--- config.mk ---
export PLATFORM = sky130hd
export DESIGN_NAME = arp_timer
export DESIGN_NICKNAME = d
export VERILOG_FILES = /design/src/pkg/arp_pkg.sv /design/src/arp_counter.sv /design/src/arp_timer.sv
export SDC_FILE = /design/constraint.sdc
export NUM_CORES = 1
export LEC_CHECK = 0
export ABC_AREA = 1
export BUFFER_PORTS_ARGS = -buffer_cell sky130_fd_sc_hd__clkbuf_2
export CORE_MARGIN = 1.5
export CORE_UTILIZATION = 59
export DETAILED_ROUTE_END_ITERATION = 8
export PLACE_DENSITY = 0.79
export SETUP_SLACK_MARGIN = 0.1
export SLEW_MARGIN = 20
export SYNTH_ARGS = -nofsm -noshare
export SYNTH_HDL_FRONTEND = slang
export SYNTH_SLANG_ARGS = --single-unit
--- constraint.sdc ---
create_clock -name clk_sys -period 1.9 [get_ports clk_sys]
set_input_delay 0 -clock clk_sys [delete_from_list [all_inputs] [get_ports clk_sys]]
set_output_delay 0 -clock clk_sys [all_outputs]
set_load 0.02 [all_outputs]
--- src/pkg/arp_pkg.sv ---
// constants, register map and carrier types of the dual auto-reload pwm timer
package arp_pkg;

	localparam int CNT_W = 12;
	localparam int NUM_CH = 4;
	localparam int IRQ_W = 6;
	localparam int DT_W = 7;

	localparam logic [CNT_W-1:0] CNT_MAX = 12'hFFF;
	localparam logic [CNT_W-1:0] CNT_RST = 12'h000;

	// byte offsets on the register bus
	localparam logic [7:0] OFS_RELOAD_ONE_HIGH = 8'h00;
	localparam logic [7:0] OFS_RELOAD_ONE_LOW = 8'h04;
	localparam logic [7:0] OFS_OUTPUT_ENABLE = 8'h08;
	localparam logic [7:0] OFS_CSR_BASE = 8'h0C;
	localparam logic [7:0] OFS_RELOAD_TWO_HIGH = 8'h1C;
	localparam logic [7:0] OFS_RELOAD_TWO_LOW = 8'h20;
	localparam logic [7:0] OFS_DEAD_TIME = 8'h24;
	localparam logic [7:0] OFS_TRANSFER = 8'h28;
	localparam logic [7:0] OFS_MODE = 8'h2C;
	localparam logic [7:0] OFS_DUTY_BASE = 8'h30;
	localparam logic [7:0] OFS_IRQ_STATUS = 8'h40;
	localparam logic [7:0] OFS_IRQ_MASK = 8'h44;
	localparam logic [7:0] OFS_COUNT_ONE = 8'h48;
	localparam logic [7:0] OFS_COUNT_TWO = 8'h4C;

	// channel control/status fields
	localparam int CSR_ONE_PULSE_ENABLE_BIT = 3;
	localparam int CSR_EDGE_BIT = 2;
	localparam int CSR_POL_BIT = 1;
	localparam int CSR_CMP_BIT = 0;
	localparam int OP_CH = 3;

	// dead-time register fields
	localparam int DT_EN_BIT = 7;

	// transfer and mode register fields
	localparam int TRAN_ONE_BIT = 0;
	localparam int TRAN_TWO_BIT = 1;
	localparam int DUAL_EN_BIT = 0;

	// interrupt status layout
	localparam int IRQ_OVF_ONE = 0;
	localparam int IRQ_OVF_TWO = 1;
	localparam int IRQ_CMP_BASE = 2;

	localparam logic [7:0] RST_BYTE = 8'h00;
	localparam logic [1:0] RST_TRANSFER = 2'h3;
	localparam logic [IRQ_W-1:0] RST_IRQ = 6'h00;

	typedef struct packed {
		logic [CNT_W-1:0] count;
		logic wrap;
		logic step;
	} arp_cnt_t;

	typedef enum logic [0:0] {
		OP_IDLE,
		OP_RUN
	} arp_op_state_t;

endpackage

--- src/arp_counter.sv ---
// 12-bit up-counter that reloads from its auto-reload value on overflow
`timescale 1ns/1ps
module arp_counter
	import arp_pkg::*;
(
	// clock and reset
	input wire logic clk_sys,
	input wire logic rstn,
	// control
	input wire logic run,
	input wire logic restart,
	input wire logic [CNT_W-1:0] reloadValue,
	// state
	output arp_cnt_t cnt
);

	logic [CNT_W-1:0] countQ, countD;
	logic wrapQ, wrapD;
	logic stepQ, stepD;

	always_comb begin
		countD = countQ;
		wrapD = 1'b0;
		stepD = 1'b0;
		if (restart) begin
			countD = reloadValue;
			stepD = 1'b1;
		end else if (run) begin
			stepD = 1'b1;
			if (countQ == CNT_MAX) begin
				countD = reloadValue;
				wrapD = 1'b1;
			end else begin
				countD = countQ + 12'h001;
			end
		end
	end

	always_ff @(posedge clk_sys) begin
		if (!rstn) begin
			countQ <= CNT_RST;
			wrapQ <= 1'b0;
			stepQ <= 1'b0;
		end else begin
			countQ <= countD;
			wrapQ <= wrapD;
			stepQ <= stepD;
		end
	end

	assign cnt = '{count: countQ, wrap: wrapQ, step: stepQ};

endmodule

--- src/arp_timer.sv ---
// dual auto-reload pwm timer with wishbone register access
`timescale 1ns/1ps

// What this block does
// - Counter one reloads from the 12-bit first reload value on overflow, setting its period.
// - Counter two reloads from the second reload value and in dual mode times channels 2 and 3.
// - Output enables reset to 0; at 0 the pin is left to general I/O, at 1 the pwm drives it.
// - Bit 3 of channel three's register enables one-pulse on channels 2 and 3, reset 0.
// - Bit 2 picks the capture edge that fires a pulse, 0 falling and 1 rising, only in one-pulse.
// - Bit 1 of each channel register inverts the waveform when 1, reset 0.
// - Bit 0 is set when the counter meets the active duty and cleared by reading the register.
// - Transfer bit two resets to 1 and, in dual mode only, moves duty and polarity at the next counter-two overflow, then clears.
// - Channels 2 and 3 follow transfer bit two in dual mode and transfer bit one otherwise.
// - Transfer bit one resets to 1, clears after each transfer and always serves channels 0 and 1.
// - Bit 7 of the dead-time register enables dead time between complementary channels 0 and 1.
// - The dead time is the 7-bit value times one counter-one clock period.
// - Dead time enabled with a zero value holds channels 0 and 1 at their reset level.
module arp_timer
	import arp_pkg::*;
(
	// clock and reset
	input wire logic clk_sys,
	input wire logic rstn,
	// wishbone slave
	input wire logic wb_cyc_i,
	input wire logic wb_stb_i,
	input wire logic wb_we_i,
	input wire logic [7:0] wb_adr_i,
	input wire logic [3:0] wb_sel_i,
	input wire logic [31:0] wb_dat_i,
	output logic [31:0] wb_dat_o,
	output logic wb_ack_o,
	// capture pin
	input wire logic capturePin,
	// pwm pins
	output logic [NUM_CH-1:0] waveformChannel,
	output logic [NUM_CH-1:0] waveformOe,
	// interrupt
	output logic irq
);

	// register state
	logic [CNT_W-1:0] reloadOneQ, reloadOneD;
	logic [CNT_W-1:0] reloadTwoQ, reloadTwoD;
	logic [NUM_CH-1:0] outEnQ, outEnD;
	logic [NUM_CH-1:0] polQ, polD;
	logic [NUM_CH-1:0] cmpQ, cmpD;
	logic onePulseEnableQ, onePulseEnableD;
	logic edgeSelectQ, edgeSelectD;
	logic [7:0] deadTimeQ, deadTimeD;
	logic tranOneQ, tranOneD;
	logic tranTwoQ, tranTwoD;
	logic dualQ, dualD;
	logic [CNT_W-1:0] dutyPreQ [NUM_CH];
	logic [CNT_W-1:0] dutyPreD [NUM_CH];
	logic [IRQ_W-1:0] irqStatQ, irqStatD;
	logic [IRQ_W-1:0] irqMaskQ, irqMaskD;
	logic ackQ, ackD;
	logic [31:0] datQ, datD;

	// pwm state
	logic [CNT_W-1:0] dutyActQ [NUM_CH];
	logic [CNT_W-1:0] dutyActD [NUM_CH];
	logic [NUM_CH-1:0] polShadowQ, polShadowD;
	logic [NUM_CH-1:0] rawQ, rawD;
	logic [DT_W-1:0] dtCntQ, dtCntD;
	logic [NUM_CH-1:0] pinQ, pinD;

	// one-pulse state
	logic capSyncA, capSyncB, capPrevQ;
	arp_op_state_t opStateQ, opStateD;

	// bus decode
	logic access, wrEn, rdEn;
	logic [IRQ_W-1:0] irqEvent;
	logic [NUM_CH-1:0] matchEv, csrRead;

	// counters
	arp_cnt_t cntOne, cntTwo;
	logic runTwo, restartTwo, trigger;
	logic xferOne, xferTwo, xferHigh;
	logic dtEnable, dtZero;

	assign access = wb_cyc_i && wb_stb_i && !ackQ;
	assign wrEn = access && wb_we_i;
	assign rdEn = access && !wb_we_i;

	// capture pin: two flops, then the edge detector reads the second
	always_ff @(posedge clk_sys) begin
		if (!rstn) begin
			capSyncA <= 1'b0;
			capSyncB <= 1'b0;
			capPrevQ <= 1'b0;
		end else begin
			capSyncA <= capturePin;
			capSyncB <= capSyncA;
			capPrevQ <= capSyncB;
		end
	end

	// edge choice only matters once one-pulse is on
	assign trigger = onePulseEnableQ && (edgeSelectQ ? (capSyncB && !capPrevQ)
		: (!capSyncB && capPrevQ));

	always_comb begin
		opStateD = opStateQ;
		case (opStateQ)
			OP_IDLE: begin
				if (trigger) begin
					opStateD = OP_RUN;
				end
			end
			OP_RUN: begin
				if (cntTwo.wrap || !onePulseEnableQ) begin
					opStateD = OP_IDLE;
				end
			end
			default: opStateD = OP_IDLE;
		endcase
	end

	always_ff @(posedge clk_sys) begin
		if (!rstn) begin
			opStateQ <= OP_IDLE;
		end else begin
			opStateQ <= opStateD;
		end
	end

	// one-pulse drives counter two even outside dual mode
	assign restartTwo = trigger && (opStateQ == OP_IDLE);
	assign runTwo = onePulseEnableQ ? (opStateQ == OP_RUN) : dualQ;

	arp_counter uCountOne (
		.clk_sys(clk_sys),
		.rstn(rstn),
		.run(1'b1),
		.restart(1'b0),
		.reloadValue(reloadOneQ),
		.cnt(cntOne)
	);

	arp_counter uCountTwo (
		.clk_sys(clk_sys),
		.rstn(rstn),
		.run(runTwo),
		.restart(restartTwo),
		.reloadValue(reloadTwoQ),
		.cnt(cntTwo)
	);

	assign xferOne = cntOne.wrap && tranOneQ;
	assign xferTwo = cntTwo.wrap && tranTwoQ && dualQ;
	assign xferHigh = dualQ ? xferTwo : xferOne;

	// duty match per channel, only while the governing counter moves
	generate
		for (genvar i = 0; i < NUM_CH; i++) begin : gMatch
			if (i < 2) begin : gLow
				assign matchEv[i] = cntOne.step && (cntOne.count == dutyActQ[i]);
			end else begin : gHigh
				assign matchEv[i] = (dualQ || onePulseEnableQ)
					? (cntTwo.step && (cntTwo.count == dutyActQ[i]))
					: (cntOne.step && (cntOne.count == dutyActQ[i]));
			end
			assign csrRead[i] = rdEn && (wb_adr_i == OFS_CSR_BASE + 8'(4 * i));
		end
	endgenerate

	assign irqEvent = {matchEv, cntTwo.wrap, cntOne.wrap};

	// register file and bus answer
	always_comb begin
		reloadOneD = reloadOneQ;
		reloadTwoD = reloadTwoQ;
		outEnD = outEnQ;
		polD = polQ;
		onePulseEnableD = onePulseEnableQ;
		edgeSelectD = edgeSelectQ;
		deadTimeD = deadTimeQ;
		dualD = dualQ;
		irqMaskD = irqMaskQ;
		dutyPreD = dutyPreQ;
		ackD = access;
		datD = 32'h0000_0000;
		// a hardware clear loses to a software set in the same cycle
		tranOneD = tranOneQ && !xferOne;
		tranTwoD = tranTwoQ && !xferTwo;
		cmpD = matchEv | (cmpQ & ~csrRead);
		irqStatD = irqStatQ | irqEvent;
		if (wrEn && wb_sel_i[0]) begin
			case (wb_adr_i)
				OFS_RELOAD_ONE_HIGH: reloadOneD[11:8] = wb_dat_i[3:0];
				OFS_RELOAD_ONE_LOW: reloadOneD[7:0] = wb_dat_i[7:0];
				OFS_RELOAD_TWO_HIGH: reloadTwoD[11:8] = wb_dat_i[3:0];
				OFS_RELOAD_TWO_LOW: reloadTwoD[7:0] = wb_dat_i[7:0];
				OFS_OUTPUT_ENABLE: outEnD = wb_dat_i[NUM_CH-1:0];
				OFS_DEAD_TIME: deadTimeD = wb_dat_i[7:0];
				OFS_MODE: dualD = wb_dat_i[DUAL_EN_BIT];
				OFS_IRQ_MASK: irqMaskD = wb_dat_i[IRQ_W-1:0];
				OFS_IRQ_STATUS: irqStatD = irqEvent | (irqStatQ & ~wb_dat_i[IRQ_W-1:0]);
				OFS_TRANSFER: begin
					// writing zero is ignored; only hardware clears
					tranOneD = tranOneD || wb_dat_i[TRAN_ONE_BIT];
					tranTwoD = tranTwoD || wb_dat_i[TRAN_TWO_BIT];
				end
				default: begin
					for (int i = 0; i < NUM_CH; i++) begin
						if (wb_adr_i == OFS_CSR_BASE + 8'(4 * i)) begin
							polD[i] = wb_dat_i[CSR_POL_BIT];
							if (i == OP_CH) begin
								onePulseEnableD = wb_dat_i[CSR_ONE_PULSE_ENABLE_BIT];
								edgeSelectD = wb_dat_i[CSR_EDGE_BIT];
							end
						end
					end
				end
			endcase
		end
		for (int i = 0; i < NUM_CH; i++) begin
			if (wrEn && (wb_adr_i == OFS_DUTY_BASE + 8'(4 * i))) begin
				if (wb_sel_i[0]) begin
					dutyPreD[i][7:0] = wb_dat_i[7:0];
				end
				if (wb_sel_i[1]) begin
					dutyPreD[i][11:8] = wb_dat_i[11:8];
				end
			end
		end
		if (rdEn) begin
			case (wb_adr_i)
				OFS_RELOAD_ONE_HIGH: datD[3:0] = reloadOneQ[11:8];
				OFS_RELOAD_ONE_LOW: datD[7:0] = reloadOneQ[7:0];
				OFS_RELOAD_TWO_HIGH: datD[3:0] = reloadTwoQ[11:8];
				OFS_RELOAD_TWO_LOW: datD[7:0] = reloadTwoQ[7:0];
				OFS_OUTPUT_ENABLE: datD[NUM_CH-1:0] = outEnQ;
				OFS_DEAD_TIME: datD[7:0] = deadTimeQ;
				OFS_MODE: datD[DUAL_EN_BIT] = dualQ;
				OFS_IRQ_MASK: datD[IRQ_W-1:0] = irqMaskQ;
				OFS_IRQ_STATUS: datD[IRQ_W-1:0] = irqStatQ;
				OFS_COUNT_ONE: datD[CNT_W-1:0] = cntOne.count;
				OFS_COUNT_TWO: datD[CNT_W-1:0] = cntTwo.count;
				OFS_TRANSFER: begin
					datD[TRAN_ONE_BIT] = tranOneQ;
					datD[TRAN_TWO_BIT] = tranTwoQ;
				end
				default: begin
					for (int i = 0; i < NUM_CH; i++) begin
						if (wb_adr_i == OFS_CSR_BASE + 8'(4 * i)) begin
							datD[CSR_POL_BIT] = polQ[i];
							datD[CSR_CMP_BIT] = cmpQ[i];
							if (i == OP_CH) begin
								datD[CSR_ONE_PULSE_ENABLE_BIT] = onePulseEnableQ;
								datD[CSR_EDGE_BIT] = edgeSelectQ;
							end
						end
						if (wb_adr_i == OFS_DUTY_BASE + 8'(4 * i)) begin
							datD[CNT_W-1:0] = dutyPreQ[i];
						end
					end
				end
			endcase
		end
	end

	always_ff @(posedge clk_sys) begin
		if (!rstn) begin
			reloadOneQ <= CNT_RST;
			reloadTwoQ <= CNT_RST;
			outEnQ <= RST_BYTE[NUM_CH-1:0];
			polQ <= RST_BYTE[NUM_CH-1:0];
			cmpQ <= RST_BYTE[NUM_CH-1:0];
			onePulseEnableQ <= 1'b0;
			edgeSelectQ <= 1'b0;
			deadTimeQ <= RST_BYTE;
			tranOneQ <= RST_TRANSFER[TRAN_ONE_BIT];
			tranTwoQ <= RST_TRANSFER[TRAN_TWO_BIT];
			dualQ <= 1'b0;
			for (int i = 0; i < NUM_CH; i++) begin
				dutyPreQ[i] <= CNT_RST;
			end
			irqStatQ <= RST_IRQ;
			irqMaskQ <= RST_IRQ;
			ackQ <= 1'b0;
			datQ <= 32'h0000_0000;
		end else begin
			reloadOneQ <= reloadOneD;
			reloadTwoQ <= reloadTwoD;
			outEnQ <= outEnD;
			polQ <= polD;
			cmpQ <= cmpD;
			onePulseEnableQ <= onePulseEnableD;
			edgeSelectQ <= edgeSelectD;
			deadTimeQ <= deadTimeD;
			tranOneQ <= tranOneD;
			tranTwoQ <= tranTwoD;
			dualQ <= dualD;
			dutyPreQ <= dutyPreD;
			irqStatQ <= irqStatD;
			irqMaskQ <= irqMaskD;
			ackQ <= ackD;
			datQ <= datD;
		end
	end

	assign dtEnable = deadTimeQ[DT_EN_BIT];
	assign dtZero = (deadTimeQ[DT_W-1:0] == 7'h00);

	// waveform generation, transfers and dead time
	always_comb begin
		dutyActD = dutyActQ;
		polShadowD = polShadowQ;
		rawD = rawQ;
		dtCntD = dtCntQ;
		for (int i = 0; i < NUM_CH; i++) begin
			if ((i < 2) ? xferOne : xferHigh) begin
				dutyActD[i] = dutyPreQ[i];
				polShadowD[i] = polQ[i];
			end
		end
		// rise at overflow, fall at match; a match on the wrap cycle wins
		// a one-pulse run rises only at its trigger, never at its closing wrap
		for (int i = 0; i < NUM_CH; i++) begin
			if (matchEv[i]) begin
				rawD[i] = 1'b0;
			end else if ((i < 2 || !(dualQ || onePulseEnableQ)) ? cntOne.wrap
				: ((cntTwo.wrap && !onePulseEnableQ) || restartTwo)) begin
				rawD[i] = 1'b1;
			end
		end
		// one-pulse ends low once counter two has stopped
		if (onePulseEnableQ && opStateQ == OP_IDLE && !restartTwo) begin
			rawD[2] = 1'b0;
			rawD[3] = 1'b0;
		end
		// blanking counts in counter-one clocks, which are system clocks here
		if (rawD[0] != rawQ[0]) begin
			dtCntD = deadTimeQ[DT_W-1:0];
		end else if (dtCntQ != 7'h00) begin
			dtCntD = dtCntQ - 7'h01;
		end
		for (int i = 0; i < NUM_CH; i++) begin
			pinD[i] = rawQ[i] ^ polShadowQ[i];
		end
		if (dtEnable) begin
			if (dtZero) begin
				pinD[0] = 1'b0;
				pinD[1] = 1'b0;
			end else begin
				pinD[0] = (rawQ[0] && dtCntQ == 7'h00) ^ polShadowQ[0];
				pinD[1] = (!rawQ[0] && dtCntQ == 7'h00) ^ polShadowQ[1];
			end
		end
	end

	always_ff @(posedge clk_sys) begin
		if (!rstn) begin
			for (int i = 0; i < NUM_CH; i++) begin
				dutyActQ[i] <= CNT_RST;
			end
			polShadowQ <= RST_BYTE[NUM_CH-1:0];
			rawQ <= RST_BYTE[NUM_CH-1:0];
			dtCntQ <= 7'h00;
			pinQ <= RST_BYTE[NUM_CH-1:0];
		end else begin
			dutyActQ <= dutyActD;
			polShadowQ <= polShadowD;
			rawQ <= rawD;
			dtCntQ <= dtCntD;
			pinQ <= pinD;
		end
	end

	assign waveformChannel = pinQ & outEnQ;
	assign waveformOe = outEnQ;
	assign irq = |(irqStatQ & irqMaskQ);
	assign wb_ack_o = ackQ;
	assign wb_dat_o = datQ;

endmodule

==> results.cfg, run 1 <==
[run_status]
status = complete, but fails checks
violations = DRC

[final_layout]
layout_commonest_cell = nand2_1
final_cell_mix = 275 x nand2_1, 214 x dfxtp_1, 193 x o21ai_0
final_cells = 1906
area_growth_syn_to_layout_pct = 15.82
antenna_cells = 0
nets = 1713
post_route_cells_drive_above_1_share_pct = 15.38

[pwr]
p_per_area_nw_per_um2 = 831.2
ir_drop_mv = 0.6264
leakage_nw = 5.366

[global_route]
gr-total-overflow = 0
grt_usage_pct = 34.91
grt_pass1_vias = 9998
grt_pass1_wl_microns = 53170
grt_max_degree = 123
antenna_found_initial = 0

[setup_path]
r2r_end = uCountOne.countQ[1]
ff2ff_setup_slack_ps = 180
crit_type = reg -> reg
r2r_cells = 11
required_ps = 2380
setup.worst_path.end_class = register
crit_arrival_ps = 2200
path_max_fanout = 6
r2r-start = uCountOne.countQ[1]
setup.worst_path.start_class = register

[min_path]
hold_class = in -> reg
holdPathEnd = dutyPreQ[47]
worstHoldPathCells = 5
hold_start = wb_sel_i[1]

[die]
core_sq_um = 18090
dieWidth_microns = 139.2
start_util_pct = 60.51
rows = 49
die_area_sq_um = 19370
fp.dieH_microns = 139.2
pin_count = 92

[logic_synthesis]
synthFlopType = dfxtp_1
synth_top_family_by_area = simple AND/OR/NAND/NOR gates
synth.area.mux_share_pct = 0
synth_fa_ha_area_share_pct = 0.3430
ys_types = 39
synthSimpleGateAreaFrac_pct = 25.92
synth-async-reset-ratio_pct = 0
synth_compound_area_share_pct = 19.29
synth.cell_area_sq_um = 10940
syn_area_per_cell_sq_um = 6.983
yosys_warnings = 0
syn_inst = 1567
synth_seq_cells = 221
synth-edff-count = 0
synth_xor_area_share_pct = 3.762
yosysSeqAreaShare_pct = 40.43

[placement]
globalplace.congestion = 1.010
port_buffers = 49
place_inst = 1846
hpwl_microns = 24700

[clock_tree]
cts_max_level = 1
cts_max_path_buffers = 3
cts_tree = built
worstSkewPairLatency_ps = 540
cts_buffers = 24
clockRootBuffer = clkbuf_16
clock_sinks = 221
clk_pin_slew_ps = 60

[sta]
slew_headroom_pct = 47.99
setup_viol = 0
rsz0062_at_grt = yes
slew_viol_final = 0
fin_crit_sh_pct = 90.68
finalCriticalPeriod_ps = 1723
setup-tns-final_ps = 0
hold_violations = 0
clock_skew_ps = 15.78
tightest_slew_ps = 779.3
clock.fmax_mhz = 580.4

[routing]
wl_per_cell_microns = 18.01
via_per_inst = 5.801
drc = 9
first_pass_iters = 7
postRouteAntennaNets = 0
vias = 11060
drt_iter0_drc = 1338
routed_wirelength_microns = 34330

[flow_run]
drv_cap = 0
-- synthesized netlist by cell type (15+ instances only) --
master / number / area, sq um
a21oi_1: 148 / 740.7
buf_4: 29 / 217.7
clkbuf_1: 34 / 127.6
dfxtp_1: 221 / 4424
inv_1: 160 / 600.6
nand2_1: 280 / 1051
nand3_1: 60 / 300.3
nand4_1: 24 / 150.1
nor2_1: 197 / 739.5
nor2_2: 19 / 118.9
o211ai_1: 15 / 112.6
o21ai_0: 194 / 970.9
xnor2_1: 19 / 166.4
xor2_1: 28 / 245.2
-- critical path, cell delays in order (launching register included) --
cell and delay, ps:
dfxtp_2 340, ha_2 180, nand2_1 60, nor2_2 170, nand3_2 110, nor2_4 150
inv_2 60, nor2_4 180, nand3_4 140, inv_4 120, nand2_1 80, nand2_1 70
-- report_power, final --
group          switching, mW  internal [mW]  leakage [nW]  total, mW
clock network           1.95           2.90         0.409       4.85
registers             0.0445           4.71          1.79       4.75
logic                  0.584          0.349          3.17      0.933
-- what timing repair did --
action,4_1_cts,5_1_grt
endpoints found under the hold margin,61,0
setup endpoints to repair,0,59
hold buffers,13,0
setup buffers,0,4
gates resized for setup,0,31
-- stage by stage --
stage               hold slack (ps)  setup slack, ps  power, mW  instance area, sq um  util [%]
floorplan                     27.72            243.5      5.498                 11010         -
global placement              190.0            183.6      5.682                 11590     64.11
detailed placement            193.8            118.5      5.696                 11590     64.11
CTS                          0.5461            123.3      10.47                 12550     69.37
global route                  55.64            46.41      10.84                 12670     70.08
finish                        10.45            177.1      10.54                 12670     70.08
-- state kept, by name, summed over array words and instances, names as in the netlist, 4 cells and up --
register and cells:
cmpQ 4, deadTimeQ 8, dtCntQ 7, dutyActQ 48, dutyPreQ 48, irqMaskQ 6
irqStatQ 6, pinQ 4, polQ 4, polShadowQ 4, rawQ 4, reloadOneQ 12
reloadTwoQ 12, uCountOne.countQ 12, uCountTwo.countQ 12, waveformOe 4, wb_dat_o 12
-- how the worst max path moves through the flow --
stage	startpoint	endpoint	cells after the start
floorplan	uCountOne.countQ[0]	uCountOne.countQ[0]	10
global placement	uCountOne.countQ[1]	uCountOne.countQ[0]	10
detailed placement	uCountOne.countQ[1]	uCountOne.countQ[0]	10
CTS	uCountOne.countQ[1]	uCountOne.countQ[0]	10
global route	uCountTwo.countQ[0]	uCountTwo.countQ[5]	12
finish	uCountOne.countQ[1]	uCountOne.countQ[1]	11
-- kinds of logic after synthesis --
group,after synthesis
AND/OR/NAND/NOR,641
AO/OA/AOI/OAI,394
buffers and inverters,260
flip-flops,221
XOR/XNOR,47
adder cells (fa/ha/maj),3
other,1
-- layout make-up --
cell class                      instances  area [sq um]
Tap cell                              229         286.5
Clock buffer                           36         725.7
Clock inverter                          7         96.34
Fill cell                            1502          5411
Inverter                              177         666.9
Sequential cell                       221          4433
Timing Repair Buffer                  131         924.6
Multi-Input combinational cell       1105          5542
-- per-layer routing --
layer	up-vias	track usage [%]	routed length, microns
li1	5267	-	-
met1	5053	46.11	14090
met2	620	57.34	15680
met3	117	4.454	3033
met4	0	15.62	1534
met5	-	0	0
(Power assumes the default switching activity.)
==> run 2, diff against run 1 <==
- CORE_UTILIZATION: 59 -> 60
- PLACE_DENSITY: 0.79 -> 0.8
==> run 2 against run 1 <==
Effect of this change: the run now ends clean; flip-flop and latch count unchanged; sequential power about the same; largest cell class unchanged; wire length grew 2.3%; largest power group is now registers; clock power down 2%; sequential share of layout area is 0.19 points lower; register-to-register slack worse by 60 ps; final area up 0.70%; first-iteration DRC count fell by 4.3%; critical path depth rose by 1; cell count is 0.16% higher; setup slack worse by 56 ps.
==> results.cfg, run 2 (synthesized netlist as in run 1, its figures left out) <==
[run_status]
status = completed

[setup_path]
crit_arrival_ps = 2240
slowest_stage = dfxtp_4
crit_path_frequent_cell = nand2_1
critPathMaxStageDelay_ps = 370
ff2ff_setup_slack_ps = 120
r2r_cells = 12
path_max_fanout = 6
crit_type = reg -> reg
setup.worst_path.end_class = register
setup.worst_path.start_class = register
required_ps = 2360
crit_chain = ha_2, nand2_1, inv_1, nand2_1, nor2_4, nand3_4, nand2_4, buf_6, nand2_1, o211ai_1, o211ai_1, inv_1

[pwr]
switching_share_pct = 24.64
power.internal_mw = 7.878
pwr-share-comb_pct = 9.2
ir_drop_mv = 1.002
p_per_area_nw_per_um2 = 819.0
seqPwrFrac_pct = 45.5
leakage_nw = 5.351
p_sw_mw = 2.576
total_power_mw = 10.45
p_clk_share_pct = 45.3

[routing]
via_per_inst = 5.822
vias = 11110
drt_iter0_drc = 1281
postRouteAntennaNets = 0
routed_wirelength_microns = 35140
first_pass_iters = 5
wl_per_cell_microns = 18.41
drc = 0

[sta]
fin_crit_sh_pct = 93.64
rsz0062_at_grt = yes
finalCriticalPeriod_ps = 1779
hold_violations = 0
setup_viol = 0
clock_skew_ps = 9.310
clock.fmax_mhz = 562.0
slew_headroom_pct = 47.94
slew_viol_final = 0
setup-tns-final_ps = 0
tightest_slew_ps = 780.0

[die]
die_area_sq_um = 19060
dieWidth_microns = 138.1
core_sq_um = 17900
start_util_pct = 61.13
fp.dieH_microns = 138.1
pin_count = 92
rows = 49

[final_layout]
layout_commonest_cell = nand2_1
post_route_cells_drive_above_1_share_pct = 15.95
area_growth_syn_to_layout_pct = 16.64
reg_top3 = dutyActQ: 48 flops, dutyPreQ: 48 flops
fillerInstances = 1497
nets = 1719
final_cell_mix = 276 x nand2_1, 213 x dfxtp_1, 192 x o21ai_0, 192 x nor2_1, 152 x inv_1
antenna_cells = 0

[min_path]
hold_class = in -> reg
worstHoldPathCells = 2

[clock_tree]
cts_buffers = 23
clockRootBuffer = clkbuf_16
worstSkewPairLatency_ps = 520
clock_sinks = 221
clk_pin_slew_ps = 60
cts_max_path_buffers = 3
cts_max_level = 1
cts_tree = built

[global_route]
gr-total-overflow = 0
grt_pass1_wl_microns = 53760
antenna_found_initial = 0
grt_max_degree = 180
grt_pass1_vias = 10060
grt_usage_pct = 35.52

[placement]
globalplace.congestion = 0.9494
hpwl_microns = 24980
port_buffers = 49

[flow_run]
drv_cap = 0
## run 2: changes by cell type in the layout (fill, tap and decap cells not counted), sizes merged
cell and delta:
inv -1, clkinvlp +3, clkbuf -6, buf +5, clkinv -2, dlygate4sd3 +1, nor2 +1, bufinv +2
## run 2: repair_timing
action	CTS	global route
cloned	0	2
gates resized for setup	2	48
pin swaps	0	17
hold buffers	14	0
hold endpoints to repair	42	0
buffers inserted	0	14
endpoints found under the setup margin	11	104
## run 2: metal layers
| layer | part of all wire (%) | global-route usage, % | vias up | routed length (microns) |
|---|---|---|---|---|
| li1 | - | - | 5274 | - |
| met1 | 39 | 46.12 | 5062 | 13840 |
| met2 | 45 | 57.11 | 640 | 15840 |
| met3 | 10 | 6.547 | 138 | 3501 |
| met4 | 5.6 | 17.40 | 0 | 1962 |
| met5 | 0 | 0 | - | 0 |
## run 2: power by group through the flow
stage	Sequential (mW)	Clock [mW]	Combinational [mW]
finish	4.76	4.73	0.958
global route	4.77	4.94	1.06
CTS	4.75	4.74	0.878
detailed placement	4.86	0	0.848
global placement	4.85	0	0.824
floorplan	4.85	0	0.652
## run 2: path summary, 6_finish.rpt
check                            from                  end
setup / recovery  uCountTwo.countQ[1]  uCountTwo.countQ[6]
hold / removal                   rstn      uCountOne.stepQ
setup reg to reg  uCountTwo.countQ[1]  uCountTwo.countQ[6]
hold reg to reg              capSyncA             capSyncB
## run 2: stage by stage
stage          setup WS [ps]  cells  hold slack, ps  utilization, %  instance area [sq um]
6_report               120.8   1909           18.69           71.30                  12760
3_5_place_dp           77.71   1840           186.3           64.66                  11570
4_1_cts                94.93   1893           18.46           69.77                  12490
5_1_grt                22.19   1909           32.36           71.30                  12760
2_1_floorplan          243.5   1586           27.72               -                  11010
3_3_place_gp           174.1   1840           183.1           64.66                  11570
## run 2: critical path: cells and delay by family, from the launching register on
kind,cells,cell delay [ps]
AND/OR/NAND/NOR,6,670
buffers and inverters,3,310
AO/OA/AOI/OAI,2,190
flip-flops,1,370
adder cells (fa/ha/maj),1,190
## run 2: area by class of cell
class | count | area (sq um) | share of cell area [%]
clock buffer | 30 | 611.8 | 4.794
timing repair buffer | 137 | 1010 | 7.911
tap | 229 | 286.5 | 2.245
clock inverter | 9 | 157.7 | 1.235
sequential | 221 | 4439 | 34.78
inverter | 177 | 673.1 | 5.274
multi-input combinational | 1106 | 5585 | 43.76
